--- src/rtl/tpct_cfg.svh ---
/*
 tape punch code translator: register offsets, field positions, reset values, timing.
 assumes inclusion by bare name from the design file and the testbench.
*/
`ifndef TPCT_CFG_SVH
`define TPCT_CFG_SVH
`define TPCT_OFF_CTRL 12'h000
`define TPCT_OFF_STATUS 12'h004
`define TPCT_OFF_EMIT 12'h008
`define TPCT_OFF_CODES 12'h00C
`define TPCT_OFF_STOP 12'h010
`define TPCT_OFF_MERGE 12'h014
`define TPCT_OFF_EXCSET 12'h018
`define TPCT_OFF_SHMASK_LO 12'h01C
`define TPCT_OFF_SHMASK_HI 12'h020
`define TPCT_OFF_TABLE 12'h100
`define TPCT_CTRL_EN 0
`define TPCT_CTRL_REMOTE 1
`define TPCT_CTRL_LEVEL_LSB 2
`define TPCT_CTRL_ACT_LSB 4
`define TPCT_STAT_NOT_READY 0
`define TPCT_STAT_LOW_TAPE 1
`define TPCT_STAT_STOPPED 2
`define TPCT_STAT_BUSY 3
`define TPCT_STAT_SHIFTED 4
`define TPCT_CODE_EN 6
`define TPCT_TBL_VALID 8
`define TPCT_CTRL_RST 32'h0000000C
`define TPCT_CLK_PERIOD_NS 100
`define TPCT_FEED_PERIOD_NS 10000000
`define TPCT_FEED_FRAME 8'hFF
`define TPCT_RESP_OKAY 2'h0
`define TPCT_RESP_SLVERR 2'h2
`endif

--- src/rtl/tpct_pkg.sv ---
/*
 tape punch code translator: shared types.
 assumes nothing beyond the constants header.
*/
package tpct_pkg;
	typedef enum logic [2:0] {
		ST_IDLE = 3'b001,
		ST_RUN = 3'b010,
		ST_FEED = 3'b100
	} tpct_state_t;
	typedef enum logic [1:0] {
		ACT_OFF = 2'h0,
		ACT_PUNCH_STOP = 2'h1,
		ACT_DEL_STOP = 2'h2,
		ACT_DEL_CONT = 2'h3
	} tpct_act_t;
endpackage

--- src/rtl/tpct_translator.sv ---
/*
 tape punch code translator: AXI4-Lite register slave, 64-cell translation table,
 case-shift insertion, exception frame, stop and control codes, tape feed.
 assumes characters arrive on i_clk from the I/O control unit after channel select,
 and the punch answers each frame with i_punch_ready on the same clock.
// Summary of operation
// - column index is the two zone bits, character bits five and six
// - row index is the four numeric bits, character bits one to four
// - output column value drives channels one to four, lsb on channel one
// - output row value drives channels five to eight, lsb on channel five
// - up to 64 input codes map onto 5 to 8 channel codes
// - four stop detectors; an unmapped stop code is suppressed
// - a mask marks codes needing shift case; others need unshift
// - a case change punches the shift or unshift code
// - shift code is a programmable 8-bit value
// - unshift code is a programmable 8-bit value for unmarked codes
// - a merge group lets three input codes share one output code
// - carriage return, tab, line feed, space, end of line are unshift
// - end of line punches the exception code, then its own code
// - exception code is a programmable 8-bit value, end of line only
// - translator disabled gives the default internal to tape code mapping
// - characters flow channel select, translator, punch, in order
// - local mode refuses host characters; remote mode accepts them
// - tape feed works only in local, all holes, 100 frames per second
// - low tape status follows the 35 foot supply sensor
// - level setting selects how many channels are punched
// - not-ready status blocks further host output
// - case change frame goes before the character needing it
*/
// The AXI4-Lite register port and the register offsets are this design's own decisions.
`timescale 1ns/1ps
`default_nettype none
`include "tpct_cfg.svh"
module tpct_translator #(
	parameter int FEED_CYCLES = `TPCT_FEED_PERIOD_NS / `TPCT_CLK_PERIOD_NS
) (
	input wire logic i_clk,
	input wire logic i_rst,
	input wire logic [11:0] i_awaddr,
	input wire logic i_awvalid,
	output logic o_awready,
	input wire logic [31:0] i_wdata,
	input wire logic [3:0] i_wstrb,
	input wire logic i_wvalid,
	output logic o_wready,
	output logic [1:0] o_bresp,
	output logic o_bvalid,
	input wire logic i_bready,
	input wire logic [11:0] i_araddr,
	input wire logic i_arvalid,
	output logic o_arready,
	output logic [31:0] o_rdata,
	output logic [1:0] o_rresp,
	output logic o_rvalid,
	input wire logic i_rready,
	input wire logic [6:0] i_char,
	input wire logic i_char_valid,
	output logic o_char_ready,
	output logic [7:0] o_punch_data,
	output logic o_punch_valid,
	input wire logic i_punch_ready,
	input wire logic i_tape_feed,
	input wire logic i_low_tape,
	output logic o_low_tape,
	output logic o_not_ready
);
	localparam int FEED_W = $clog2(FEED_CYCLES + 1);
	localparam logic [FEED_W-1:0] FEED_RELOAD = FEED_W'(FEED_CYCLES - 2); // valid and take count too
	logic [31:0] ctrl_r, emit_r, codes_r, stop_r, merge_r, excset_r, shm_lo_r, shm_hi_r;
	logic [8:0] tbl_r [64];
	logic stopped_r, shifted_r, feed_m_r, feed_s_r, low_m_r, low_s_r;
	tpct_pkg::tpct_state_t st_r;
	logic [2:0] pend_r;
	logic [7:0] frm_r [3];
	logic [FEED_W-1:0] feed_cnt_r;
	logic [7:0] punch_r;
	logic pvalid_r;
	// register bus state
	logic aw_got_r, w_got_r, bvalid_r, rvalid_r;
	logic [11:0] awaddr_r;
	logic [31:0] wdata_r, rdata_r;
	logic [3:0] wstrb_r;
	logic [1:0] bresp_r, rresp_r;
	logic wr_fire, wr_tbl, wr_hit;
	function automatic logic [31:0] merge_bytes(input logic [31:0] old, input logic [31:0] nw,
			input logic [3:0] strb);
		logic [31:0] res;
		res = old;
		for (int b = 0; b < 4; b++) begin
			if (strb[b]) begin
				res[b*8 +: 8] = nw[b*8 +: 8];
			end
		end
		return res;
	endfunction
	function automatic logic code_hit(input logic [6:0] slot, input logic [5:0] code);
		return slot[`TPCT_CODE_EN] && (slot[5:0] == code);
	endfunction
	assign o_awready = !aw_got_r && !bvalid_r;
	assign o_wready = !w_got_r && !bvalid_r;
	assign o_bvalid = bvalid_r;
	assign o_bresp = bresp_r;
	assign o_arready = !rvalid_r;
	assign o_rvalid = rvalid_r;
	assign o_rdata = rdata_r;
	assign o_rresp = rresp_r;
	assign wr_fire = aw_got_r && w_got_r && !bvalid_r;
	assign wr_tbl = awaddr_r[11:8] == `TPCT_OFF_TABLE >> 8;
	always_comb begin
		unique case ({awaddr_r[11:2], 2'h0})
			`TPCT_OFF_CTRL, `TPCT_OFF_STATUS, `TPCT_OFF_EMIT, `TPCT_OFF_CODES, `TPCT_OFF_STOP,
			`TPCT_OFF_MERGE, `TPCT_OFF_EXCSET, `TPCT_OFF_SHMASK_LO, `TPCT_OFF_SHMASK_HI:
				wr_hit = 1'b1;
			default:
				wr_hit = wr_tbl;
		endcase
	end
	// address and data are taken in either order; the response waits for both
	always_ff @(posedge i_clk) begin
		if (i_rst) begin
			aw_got_r <= 1'b0;
			w_got_r <= 1'b0;
			bvalid_r <= 1'b0;
			awaddr_r <= 12'h000;
			wdata_r <= 32'h00000000;
			wstrb_r <= 4'h0;
			bresp_r <= `TPCT_RESP_OKAY;
		end else begin
			if (i_awvalid && o_awready) begin
				aw_got_r <= 1'b1;
				awaddr_r <= i_awaddr;
			end
			if (i_wvalid && o_wready) begin
				w_got_r <= 1'b1;
				wdata_r <= i_wdata;
				wstrb_r <= i_wstrb;
			end
			if (wr_fire) begin
				aw_got_r <= 1'b0;
				w_got_r <= 1'b0;
				bvalid_r <= 1'b1;
				bresp_r <= wr_hit ? `TPCT_RESP_OKAY : `TPCT_RESP_SLVERR;
			end else if (bvalid_r && i_bready) begin
				bvalid_r <= 1'b0;
			end
		end
	end
	always_ff @(posedge i_clk) begin
		if (i_rst) begin
			ctrl_r <= `TPCT_CTRL_RST;
			emit_r <= 32'h00000000;
			codes_r <= 32'h00000000;
			stop_r <= 32'h00000000;
			merge_r <= 32'h00000000;
			excset_r <= 32'h00000000;
			shm_lo_r <= 32'h00000000;
			shm_hi_r <= 32'h00000000;
		end else if (wr_fire) begin
			unique case ({awaddr_r[11:2], 2'h0})
				`TPCT_OFF_CTRL: ctrl_r <= merge_bytes(ctrl_r, wdata_r, wstrb_r) & 32'h0000003F;
				`TPCT_OFF_EMIT: emit_r <= merge_bytes(emit_r, wdata_r, wstrb_r) & 32'h00FFFFFF;
				`TPCT_OFF_CODES: codes_r <= merge_bytes(codes_r, wdata_r, wstrb_r) & 32'h00007F7F;
				`TPCT_OFF_STOP: stop_r <= merge_bytes(stop_r, wdata_r, wstrb_r) & 32'h7F7F7F7F;
				`TPCT_OFF_MERGE: merge_r <= merge_bytes(merge_r, wdata_r, wstrb_r) & 32'hFF7F7F7F;
				`TPCT_OFF_EXCSET: excset_r <= merge_bytes(excset_r, wdata_r, wstrb_r) & 32'h7F7F7F7F;
				`TPCT_OFF_SHMASK_LO: shm_lo_r <= merge_bytes(shm_lo_r, wdata_r, wstrb_r);
				`TPCT_OFF_SHMASK_HI: shm_hi_r <= merge_bytes(shm_hi_r, wdata_r, wstrb_r);
				default: ;
			endcase
		end
	end
	// table cell: bits 3:0 output column, 7:4 output row, 8 cell mapped
	always_ff @(posedge i_clk) begin
		if (i_rst) begin
			for (int i = 0; i < 64; i++) begin
				tbl_r[i] <= 9'h000;
			end
		end else if (wr_fire && wr_tbl) begin
			if (wstrb_r[0]) begin
				tbl_r[awaddr_r[7:2]][7:0] <= wdata_r[7:0];
			end
			if (wstrb_r[1]) begin
				tbl_r[awaddr_r[7:2]][8] <= wdata_r[`TPCT_TBL_VALID];
			end
		end
	end
	logic [31:0] status;
	logic [31:0] rd_val;
	logic rd_hit;
	assign status = {27'h0, shifted_r, st_r != tpct_pkg::ST_IDLE, stopped_r, o_low_tape, o_not_ready};
	always_comb begin
		rd_hit = 1'b1;
		unique case ({i_araddr[11:2], 2'h0})
			`TPCT_OFF_CTRL: rd_val = ctrl_r;
			`TPCT_OFF_STATUS: rd_val = status;
			`TPCT_OFF_EMIT: rd_val = emit_r;
			`TPCT_OFF_CODES: rd_val = codes_r;
			`TPCT_OFF_STOP: rd_val = stop_r;
			`TPCT_OFF_MERGE: rd_val = merge_r;
			`TPCT_OFF_EXCSET: rd_val = excset_r;
			`TPCT_OFF_SHMASK_LO: rd_val = shm_lo_r;
			`TPCT_OFF_SHMASK_HI: rd_val = shm_hi_r;
			default: begin
				rd_hit = i_araddr[11:8] == `TPCT_OFF_TABLE >> 8;
				rd_val = rd_hit ? {23'h0, tbl_r[i_araddr[7:2]]} : 32'h00000000;
			end
		endcase
	end
	always_ff @(posedge i_clk) begin
		if (i_rst) begin
			rvalid_r <= 1'b0;
			rdata_r <= 32'h00000000;
			rresp_r <= `TPCT_RESP_OKAY;
		end else if (i_arvalid && o_arready) begin
			rvalid_r <= 1'b1;
			rdata_r <= rd_val;
			rresp_r <= rd_hit ? `TPCT_RESP_OKAY : `TPCT_RESP_SLVERR;
		end else if (rvalid_r && i_rready) begin
			rvalid_r <= 1'b0;
		end
	end
	// operator pins come from outside the clock domain; only the second stage is cleared
	always_ff @(posedge i_clk) begin
		feed_m_r <= i_tape_feed;
		low_m_r <= i_low_tape;
		feed_s_r <= feed_m_r && !i_rst;
		low_s_r <= low_m_r && !i_rst;
	end
	assign o_low_tape = low_s_r;
	// character decode
	logic enable, remote, accept, mapped, exc, el_hit, stop_hit, need_shift, del, stop_act;
	logic merge_hit, ctrl_hit, skip_chr;
	logic [5:0] idx;
	logic [7:0] chr_code, lvl_mask;
	logic [63:0] shmask;
	tpct_pkg::tpct_act_t act;
	assign enable = ctrl_r[`TPCT_CTRL_EN];
	assign remote = ctrl_r[`TPCT_CTRL_REMOTE];
	assign act = tpct_pkg::tpct_act_t'(ctrl_r[`TPCT_CTRL_ACT_LSB +: 2]);
	assign shmask = {shm_hi_r, shm_lo_r};
	assign idx = {i_char[5:4], i_char[3:0]};
	assign merge_hit = code_hit(merge_r[6:0], idx) || code_hit(merge_r[14:8], idx)
		|| code_hit(merge_r[22:16], idx);
	assign mapped = merge_hit || tbl_r[idx][`TPCT_TBL_VALID];
	// row nibble lands on channels 5-8, column nibble on channels 1-4
	always_comb begin
		if (!enable) begin
			chr_code = {1'b0, i_char};
		end else if (merge_hit) begin
			chr_code = merge_r[31:24];
		end else begin
			chr_code = {tbl_r[idx][7:4], tbl_r[idx][3:0]};
		end
	end
	assign el_hit = enable && code_hit(codes_r[6:0], idx);
	assign exc = el_hit || code_hit(excset_r[6:0], idx) || code_hit(excset_r[14:8], idx)
		|| code_hit(excset_r[22:16], idx) || code_hit(excset_r[30:24], idx);
	assign need_shift = enable && shmask[idx] && !exc;
	assign stop_hit = enable && (code_hit(stop_r[6:0], idx) || code_hit(stop_r[14:8], idx)
		|| code_hit(stop_r[22:16], idx) || code_hit(stop_r[30:24], idx));
	assign ctrl_hit = act != tpct_pkg::ACT_OFF && code_hit(codes_r[14:8], idx);
	assign del = ctrl_hit && act != tpct_pkg::ACT_PUNCH_STOP;
	assign stop_act = ctrl_hit && act != tpct_pkg::ACT_DEL_CONT;
	assign skip_chr = del || (stop_hit && !mapped);
	always_comb begin
		unique case (ctrl_r[`TPCT_CTRL_LEVEL_LSB +: 2])
			2'h0: lvl_mask = 8'h1F;
			2'h1: lvl_mask = 8'h3F;
			2'h2: lvl_mask = 8'h7F;
			default: lvl_mask = 8'hFF;
		endcase
	end
	assign o_not_ready = stopped_r || !remote;
	// one character at a time; nothing is taken while frames remain
	assign o_char_ready = st_r == tpct_pkg::ST_IDLE && remote && !stopped_r;
	assign accept = i_char_valid && o_char_ready;
	// pending frames in punch order: case code, exception, character
	logic [2:0] pend_new, pend_left;
	logic [7:0] frm_new [3];
	logic hs;
	assign hs = o_punch_valid && i_punch_ready;
	assign pend_new = {!skip_chr, el_hit && !skip_chr,
		enable && !skip_chr && (need_shift != shifted_r)};
	assign frm_new[0] = need_shift ? emit_r[7:0] : emit_r[15:8];
	assign frm_new[1] = emit_r[23:16];
	assign frm_new[2] = chr_code;
	assign pend_left = pend_r & (pend_r - 3'h1);
	function automatic logic [7:0] first_frame(input logic [2:0] p, input logic [7:0] f0,
			input logic [7:0] f1, input logic [7:0] f2);
		return p[0] ? f0 : (p[1] ? f1 : f2);
	endfunction
	always_ff @(posedge i_clk) begin
		if (i_rst) begin
			st_r <= tpct_pkg::ST_IDLE;
			pend_r <= 3'h0;
			pvalid_r <= 1'b0;
			punch_r <= 8'h00;
			feed_cnt_r <= '0;
			for (int i = 0; i < 3; i++) begin
				frm_r[i] <= 8'h00;
			end
		end else begin
			unique case (st_r)
				tpct_pkg::ST_IDLE: begin
					if (accept && pend_new != 3'h0) begin
						st_r <= tpct_pkg::ST_RUN;
						pend_r <= pend_new;
						frm_r <= frm_new;
						pvalid_r <= 1'b1;
						punch_r <= first_frame(pend_new, frm_new[0], frm_new[1], frm_new[2])
							& lvl_mask;
					end else if (!remote && feed_s_r) begin
						st_r <= tpct_pkg::ST_FEED;
						feed_cnt_r <= '0;
					end
				end
				tpct_pkg::ST_RUN: begin
					if (hs) begin
						pend_r <= pend_left;
						punch_r <= first_frame(pend_left, frm_r[0], frm_r[1], frm_r[2]) & lvl_mask;
						if (pend_left == 3'h0) begin
							pvalid_r <= 1'b0;
							st_r <= tpct_pkg::ST_IDLE;
						end
					end
				end
				tpct_pkg::ST_FEED: begin
					if (hs) begin
						pvalid_r <= 1'b0;
						feed_cnt_r <= FEED_RELOAD;
					end else if (!pvalid_r && feed_cnt_r != '0) begin
						feed_cnt_r <= feed_cnt_r - FEED_W'(1);
					end else if (!pvalid_r && feed_s_r && !remote) begin
						pvalid_r <= 1'b1;
						punch_r <= `TPCT_FEED_FRAME & lvl_mask;
					end else if (!pvalid_r) begin
						st_r <= tpct_pkg::ST_IDLE;
					end
				end
			endcase
		end
	end
	assign o_punch_valid = pvalid_r;
	assign o_punch_data = punch_r;
	// case state and stop flag; a new stop wins over a software clear
	logic stop_clr;
	assign stop_clr = wr_fire && {awaddr_r[11:2], 2'h0} == `TPCT_OFF_STATUS && wstrb_r[0]
		&& wdata_r[`TPCT_STAT_STOPPED];
	always_ff @(posedge i_clk) begin
		if (i_rst) begin
			shifted_r <= 1'b0;
			stopped_r <= 1'b0;
		end else begin
			if (accept && enable && !skip_chr) begin
				shifted_r <= need_shift;
			end
			if (accept && (stop_act || stop_hit)) begin
				stopped_r <= 1'b1;
			end else if (stop_clr) begin
				stopped_r <= 1'b0;
			end
		end
	end
endmodule // tpct_translator
`default_nettype wire

--- config.mk ---
export PLATFORM = sky130hd
export DESIGN_NAME = tpct_translator
export DESIGN_NICKNAME = d
export VERILOG_FILES = /design/src/rtl/tpct_pkg.sv /design/src/rtl/tpct_translator.sv
export VERILOG_INCLUDE_DIRS = /design/src /design/src/rtl
export SDC_FILE = /design/constraint.sdc
export NUM_CORES = 2
export LEC_CHECK = 0
export ABC_AREA = 1
export BUFFER_PORTS_ARGS = -buffer_cell sky130_fd_sc_hd__buf_2
export CORE_UTILIZATION = 50
export DETAILED_ROUTE_END_ITERATION = 7
export PLACE_DENSITY_LB_ADDON = 0.3
export REMOVE_ABC_BUFFERS = 1
export SETUP_SLACK_MARGIN = 0.3
export SYNTH_ARGS = -nofsm -noshare
export SYNTH_HDL_FRONTEND = slang
export SYNTH_SLANG_ARGS = --single-unit
--- constraint.sdc ---
create_clock -name i_clk -period 2.6 [get_ports i_clk]
set_input_delay 0.13 -clock i_clk [delete_from_list [all_inputs] [get_ports i_clk]]
set_output_delay 0.13 -clock i_clk [all_outputs]
set_load 0.1 [all_outputs]
After elaboration in Yosys (flattened, before gate mapping)
Memories as Yosys holds them, arrays and structs flattened. Index checks and enable logic that the tools add are counted.

Add/sub/neg operators: 2. Magnitude comparators: 1. Equal/unequal tests: 54. Mux-type cells: 65. Bitwise logic cells: 3. Reduce and logical (&&, ||, !) cells: 123.

Operator list (number): $pmux 32 s9 (1); $mux 8 (12); $reduce_and 3->1 (27); $eq 10x3->1 const B (8); $eq 6x6->1 (13); $mux 17 (4); $logic_and 1x1->1 (51); $pmux 8 s3 (2); $eq 10x2->1 const B (4); $pmux 17 s2 (1); $mux 3 (10); $reduce_or 9->1 (3); $mux 1 (25); $eq 10x1->1 const B (2); $eq 10x4->1 const B (2); $logic_not 10->1 (2); $mux 9 (2); $ne 2x2->1 const B (9); $reduce_bool 17->1 (1); $sub 17x1->17 const B (1); $and 8x8->8 (2); $logic_or 1x1->1 (13); $reduce_bool 2->1 (6); $logic_not 1->1 (11); 27 further kinds (36).

Bits in registers: 343. RAM bits: 576. Input bits: 78. Output and inout bits: 53. Word-level logic and storage cells: 299. Memories: 1.

Memories: tbl_r (words 64, bits a word 9, rd ports 2, clocked after Yosys merged registers in 0, wr ports 64, RTL line tpct_translator.sv:70) `logic [8:0] tbl_r [64];`.

Longest topological paths before layout
Depth in word-level cells: 15. Mapped depth: 24. Mapped depth without buffers: 20.

Worst setup path before layout
Ideal clock, no wire load.

Path kind: flip-flop to flip-flop. Start: register ctrl_r[1]. End: register punch_r[0] (netlist: o_punch_data[0]). Setup time: 71 ps. Data arrival time: 3179 ps. Path slack: -650 ps. Cell stages (with the launch flop): 13. Path through: dfxtp_1 -> inv_1 -> nor2_1 -> inv_1 -> nor2_1 -> nand2_1 -> inv_1 -> nand2_4 -> nand2_2 -> nand3_2 -> inv_2 -> o21ai_0 -> a21oi_1.

Longest elaborated chain between the ends: 6. Elaborated cells between the ends (all ways): 9. Classes of those cells: eq/ne (2); reduce/logical (7).

RTL lines: start: declaration (RTL line tpct_translator.sv:69) `logic [31:0] ctrl_r, emit_r, codes_r, stop_r, merge_r, excset_r, shm_lo_r, shm_hi_r;`; start signal: assignment (RTL line tpct_translator.sv:150) `` ctrl_r <= `TPCT_CTRL_RST; ``; start signal: assignment (RTL line tpct_translator.sv:160) `` `TPCT_OFF_CTRL: ctrl_r <= merge_bytes(ctrl_r, wdata_r, wstrb_r) & 32'h0000003F; ``; $logic_and 1x1->1 (2 in series) (RTL line tpct_translator.sv:275) `assign o_char_ready = st_r == tpct_pkg::ST_IDLE && remote && !stopped_r;`; named net o_char_ready (RTL line tpct_translator.sv:58) `output logic o_char_ready,`; $logic_and 1x1->1 (RTL line tpct_translator.sv:276) `assign accept = i_char_valid && o_char_ready;`; $logic_and 1x1->1 (RTL line tpct_translator.sv:305) `if (accept && pend_new != 3'h0) begin`; $ne 2x1->1 (no line); $reduce_and 5->1 (no line); end signal: assignment (RTL line tpct_translator.sv:310) `punch_r <= first_frame(pend_new, frm_new[0], frm_new[1], frm_new[2])`; end signal: assignment (RTL line tpct_translator.sv:320) `punch_r <= first_frame(pend_left, frm_r[0], frm_r[1], frm_r[2]) & lvl_mask;`; end signal: assignment (RTL line tpct_translator.sv:335) `` punch_r <= `TPCT_FEED_FRAME & lvl_mask; ``; end: declaration (RTL line tpct_translator.sv:76) `logic [7:0] punch_r;`.

The timed path passes the listed nets, and every way through them passes these cells. A chain may end at the register's enable or synchronous reset.

Final worst setup path
Start: register feed_cnt_r[1]. End: register feed_cnt_r[5].

Longest elaborated chain between the ends: 4. Elaborated cells between the ends (all ways): 8. Classes of those cells: add/sub (1); eq/ne (1); mux (3); reduce/logical (3).

RTL lines: start: declaration (RTL line tpct_translator.sv:75) `logic [FEED_W-1:0] feed_cnt_r;`; start signal: assignment (RTL line tpct_translator.sv:332) `feed_cnt_r <= feed_cnt_r - FEED_W'(1);`; $sub 17x1->17 or $reduce_bool 17->1 (tied branches) (RTL line tpct_translator.sv:332, tpct_translator.sv:331); $mux 17 or $logic_and 1x1->1 (tied branches) (RTL line tpct_translator.sv:331) `end else if (!pvalid_r && feed_cnt_r != '0) begin`; $mux 17 or $ne 3x3->1 (tied branches); $pmux 17 s2 or $reduce_and 4->1 (tied branches).

Several ways; a longest one is shown, not always the timed one. The select of a mux whose other input is x is not followed.

==> results.json <==
{
  "status": "finished with violations",
  "violations": "design-rule violations",
  "cts-htree-levels": 3,
  "synth_seq_cells": 907,
  "wl_per_cell_um": 24.8,
  "hold_path.class": "primary input to register",
  "synth_ff_type": "edfxtp_1",
  "die_y_um": 306,
  "path_cells": "inv_2 > ha_4 > nand2_4 > nor2_4 > nand2_2 > nor3_4 > nand3_2 > or3_4 > nand2_2 > nand2_2 > nand3_4 > buf_6 > nor3_1 > a21oi_1 > o21a_1",
  "rows": 111,
  "insertion_delay_ns": 0.67,
  "dieArea_um2": 93900,
  "io_buffers": 124,
  "timing_hold_violations_final": 0,
  "synth_edf_count": 576,
  "cp.arrival_ns": 2.90,
  "p_leak_uw": 0.0200,
  "final_nets": 5971,
  "slew_violations": 0,
  "fin_skew_ns": 0.0178,
  "gp_congestion": 1.02,
  "max_freq_ghz": 0.436,
  "synth_top_area_share_pct": 37.3,
  "tightest_slew_ns": 0.907,
  "cts_tree": "built",
  "grt_overflow": 0,
  "cpMostUsedCell": "nand2_2",
  "post_synth_num_cell_types": 58,
  "grt_max_degree": 86,
  "clockBufferDepth": 3,
  "ctsRootBufferMaster": "clkbuf_16",
  "antenna_found_initial": 9,
  "setup_tns_ns": 0,
  "drcViolationCount": 2,
  "drv_cap": 0,
  "cp_max_fo": 8,
  "synth.most_common_cell": "nand2_1",
  "drive_gt1_share_pct": 14.0,
  "cts_made_buffers": 97,
  "vias_per_cell": 6.35,
  "cp_slowest_stage_delay_ns": 0.41,
  "ios": 131,
  "dieWidth_um": 306,
  "p_total_uw": 36100,
  "busiest_layer": "met2",
  "grt_setup_unrepaired": "true",
  "crit_path_start_kind": "register",
  "vdd_drop_max_mv": 0.517,
  "synth_area_um2": 46300,
  "grt_use_met2_pct": 53.1,
  "crit_path_end_kind": "register",
  "synth_warnings": 0,
  "clkSlewWorstSetupHoldPaths_ns": 0.06,
  "finalCriticalPeriod_ns": 2.29,
  "via_count": 45400,
  "synth_common_cells": "nand2_1, nor2_1, edfxtp_1, o21ai_0, nand3_1",
  "postRouteAntennaNets": 0,
  "ys_seq_area_share_pct": 51.6,
  "slew_headroom_pct": 38.8,
  "synth_async_sr_flop_share_pct": 0,
  "dr.pass1.iters": 8,
  "setup_viol": 0,
  "totalWireLength_mm": 177,
  "final_util_pct": 59.5,
  "place_ws_ns": -0.0438,
  "avgSynthCellArea_um2": 8.17,
  "initial_core_util_pct": 50.5,
  "power.density_nw_per_um2": 662,
  "synth_area_leaders": "edfxtp_1, dfxtp_1, nand2_1, nor2_1, o21ai_0",
  "cts_num_sinks": 907,
  "drt_iter0_markers": 6980,
  "critical_path_required_ns": 3.21,
  "use_met1_pct": 50.3,
  "use_met3_pct": 10.1,
  "fin_crit_sh_pct": 88.2,
  "hpwlAfterDp_mm": 120,
  "grt_usage_pct": 36.4,
  "grt_pass1_wl_mm": 258,
  "netlist_instances": 5668,
  "core_um2": 91700,
  "grt_pass1_vias": 41200,
  "path_class": "register to register",
  "yosys.area.top_type": "edfxtp_1",
  "cpMaxStageDelayCell": "or3_4",
  "setup_ws_ns": 0.308,
  "area_growth_pct": 17.7
}
[registers in the layout, summed over array words and instances, names as in the netlist, 4 cells and up]
register      cells
wdata_r          32
shm_lo_r         32
merge_r          29
tbl_r           576
awaddr_r         10
frm_r            16
o_punch_data      8
excset_r         28
shm_hi_r         32
wstrb_r           4
codes_r          14
feed_cnt_r       17
emit_r           24
stop_r           28
o_rdata          32
ctrl_r            6
[critical path, delay by kind of cell, from the launching register on]
kind,cells,cell delay [ns]
AO/OA/AOI/OAI,2,0.25
buffers and inverters,2,0.22
AND/OR/NAND/NOR,10,1.27
adder cells (fa/ha/maj),1,0.15
flip-flops,1,0.32
[cell type report]
cell class              instances  area [µm²]
diodes                          2        5.00
inverters                     317        1220
multi-input cells            4019       19800
fillers                      7956       37100
clock buffers                 127        2730
clock inverters                52         450
repair buffers                550        4940
well taps                    1186        1480
flip-flops and latches        907       23900
[metrics by stage]
step / hold WS, ns / instances / cell area [µm²]
after floorplan: 0.158 / 5243 / 44300
after global placement: 0.239 / 6901 / 49900
after detailed placement: 0.237 / 6901 / 49900
after CTS: 0.0107 / 7137 / 53800
after global routing: 0.0606 / 7159 / 54500
final: 0.0402 / 7160 / 54500
[layout by cell type, fill, tap and decap left out, types with 69 or more instances in the layout]
| cell | instances |
|---|---|
| a21oi_1 | 362 |
| a22oi_1 | 157 |
| buf_12 | 69 |
| buf_2 | 121 |
| buf_4 | 291 |
| clkbuf_16 | 104 |
| dfxtp_1 | 320 |
| edfxtp_1 | 576 |
| inv_1 | 277 |
| nand2_1 | 966 |
| nand3_1 | 444 |
| nor2_1 | 1000 |
| o21ai_0 | 479 |
| o221ai_1 | 94 |
| o22ai_1 | 89 |
[path summary, 6_finish.rpt]
check,startpoint,endpoint,slack [ns],depth (start not counted)
max,feed_cnt_r[1],feed_cnt_r[5],0.31,15
min reg2reg,low_m_r,o_low_tape,0.41,2
min,i_awvalid,aw_got_r,0.04,3
max reg2reg,feed_cnt_r[1],feed_cnt_r[5],0.31,15
[per-layer routing]
layer | wire (µm) | share of wire (%)
met1 | 68000 | 38
met2 | 75800 | 43
met3 | 25300 | 14
met4 | 8350 | 4.7
met5 | 50 | 0.028
[where the power goes]
part / internal [µW] / total, µW / leakage [µW] / switching (µW)
clock network: 7990 / 14000 / 0.00156 / 6000
registers: 15800 / 16300 / 0.00864 / 527
logic: 1810 / 5800 / 0.00981 / 3990
total: 25600 / 36100 / 0.0200 / 10500
[cell families after synthesis]
group	Yosys count	synth area share, %
buffers and inverters	743	7.02
AOI/OAI and AO/OA	1390	18.1
xor gates and xnor gates	15	0.284
adders and majority gates	1	0.0270
and+or+nand+nor	2611	23.0
other	1	0.00809
DFF	907	51.6
[timing repair]
action,CTS,global route
setup endpoints to repair,412,556
endpoints found under the hold margin,56,0
resized for setup,32,159
cloned,0,3
hold buffers,53,0
setup buffers,4,18
pin swaps,2,32
(Power assumes the default switching activity.)
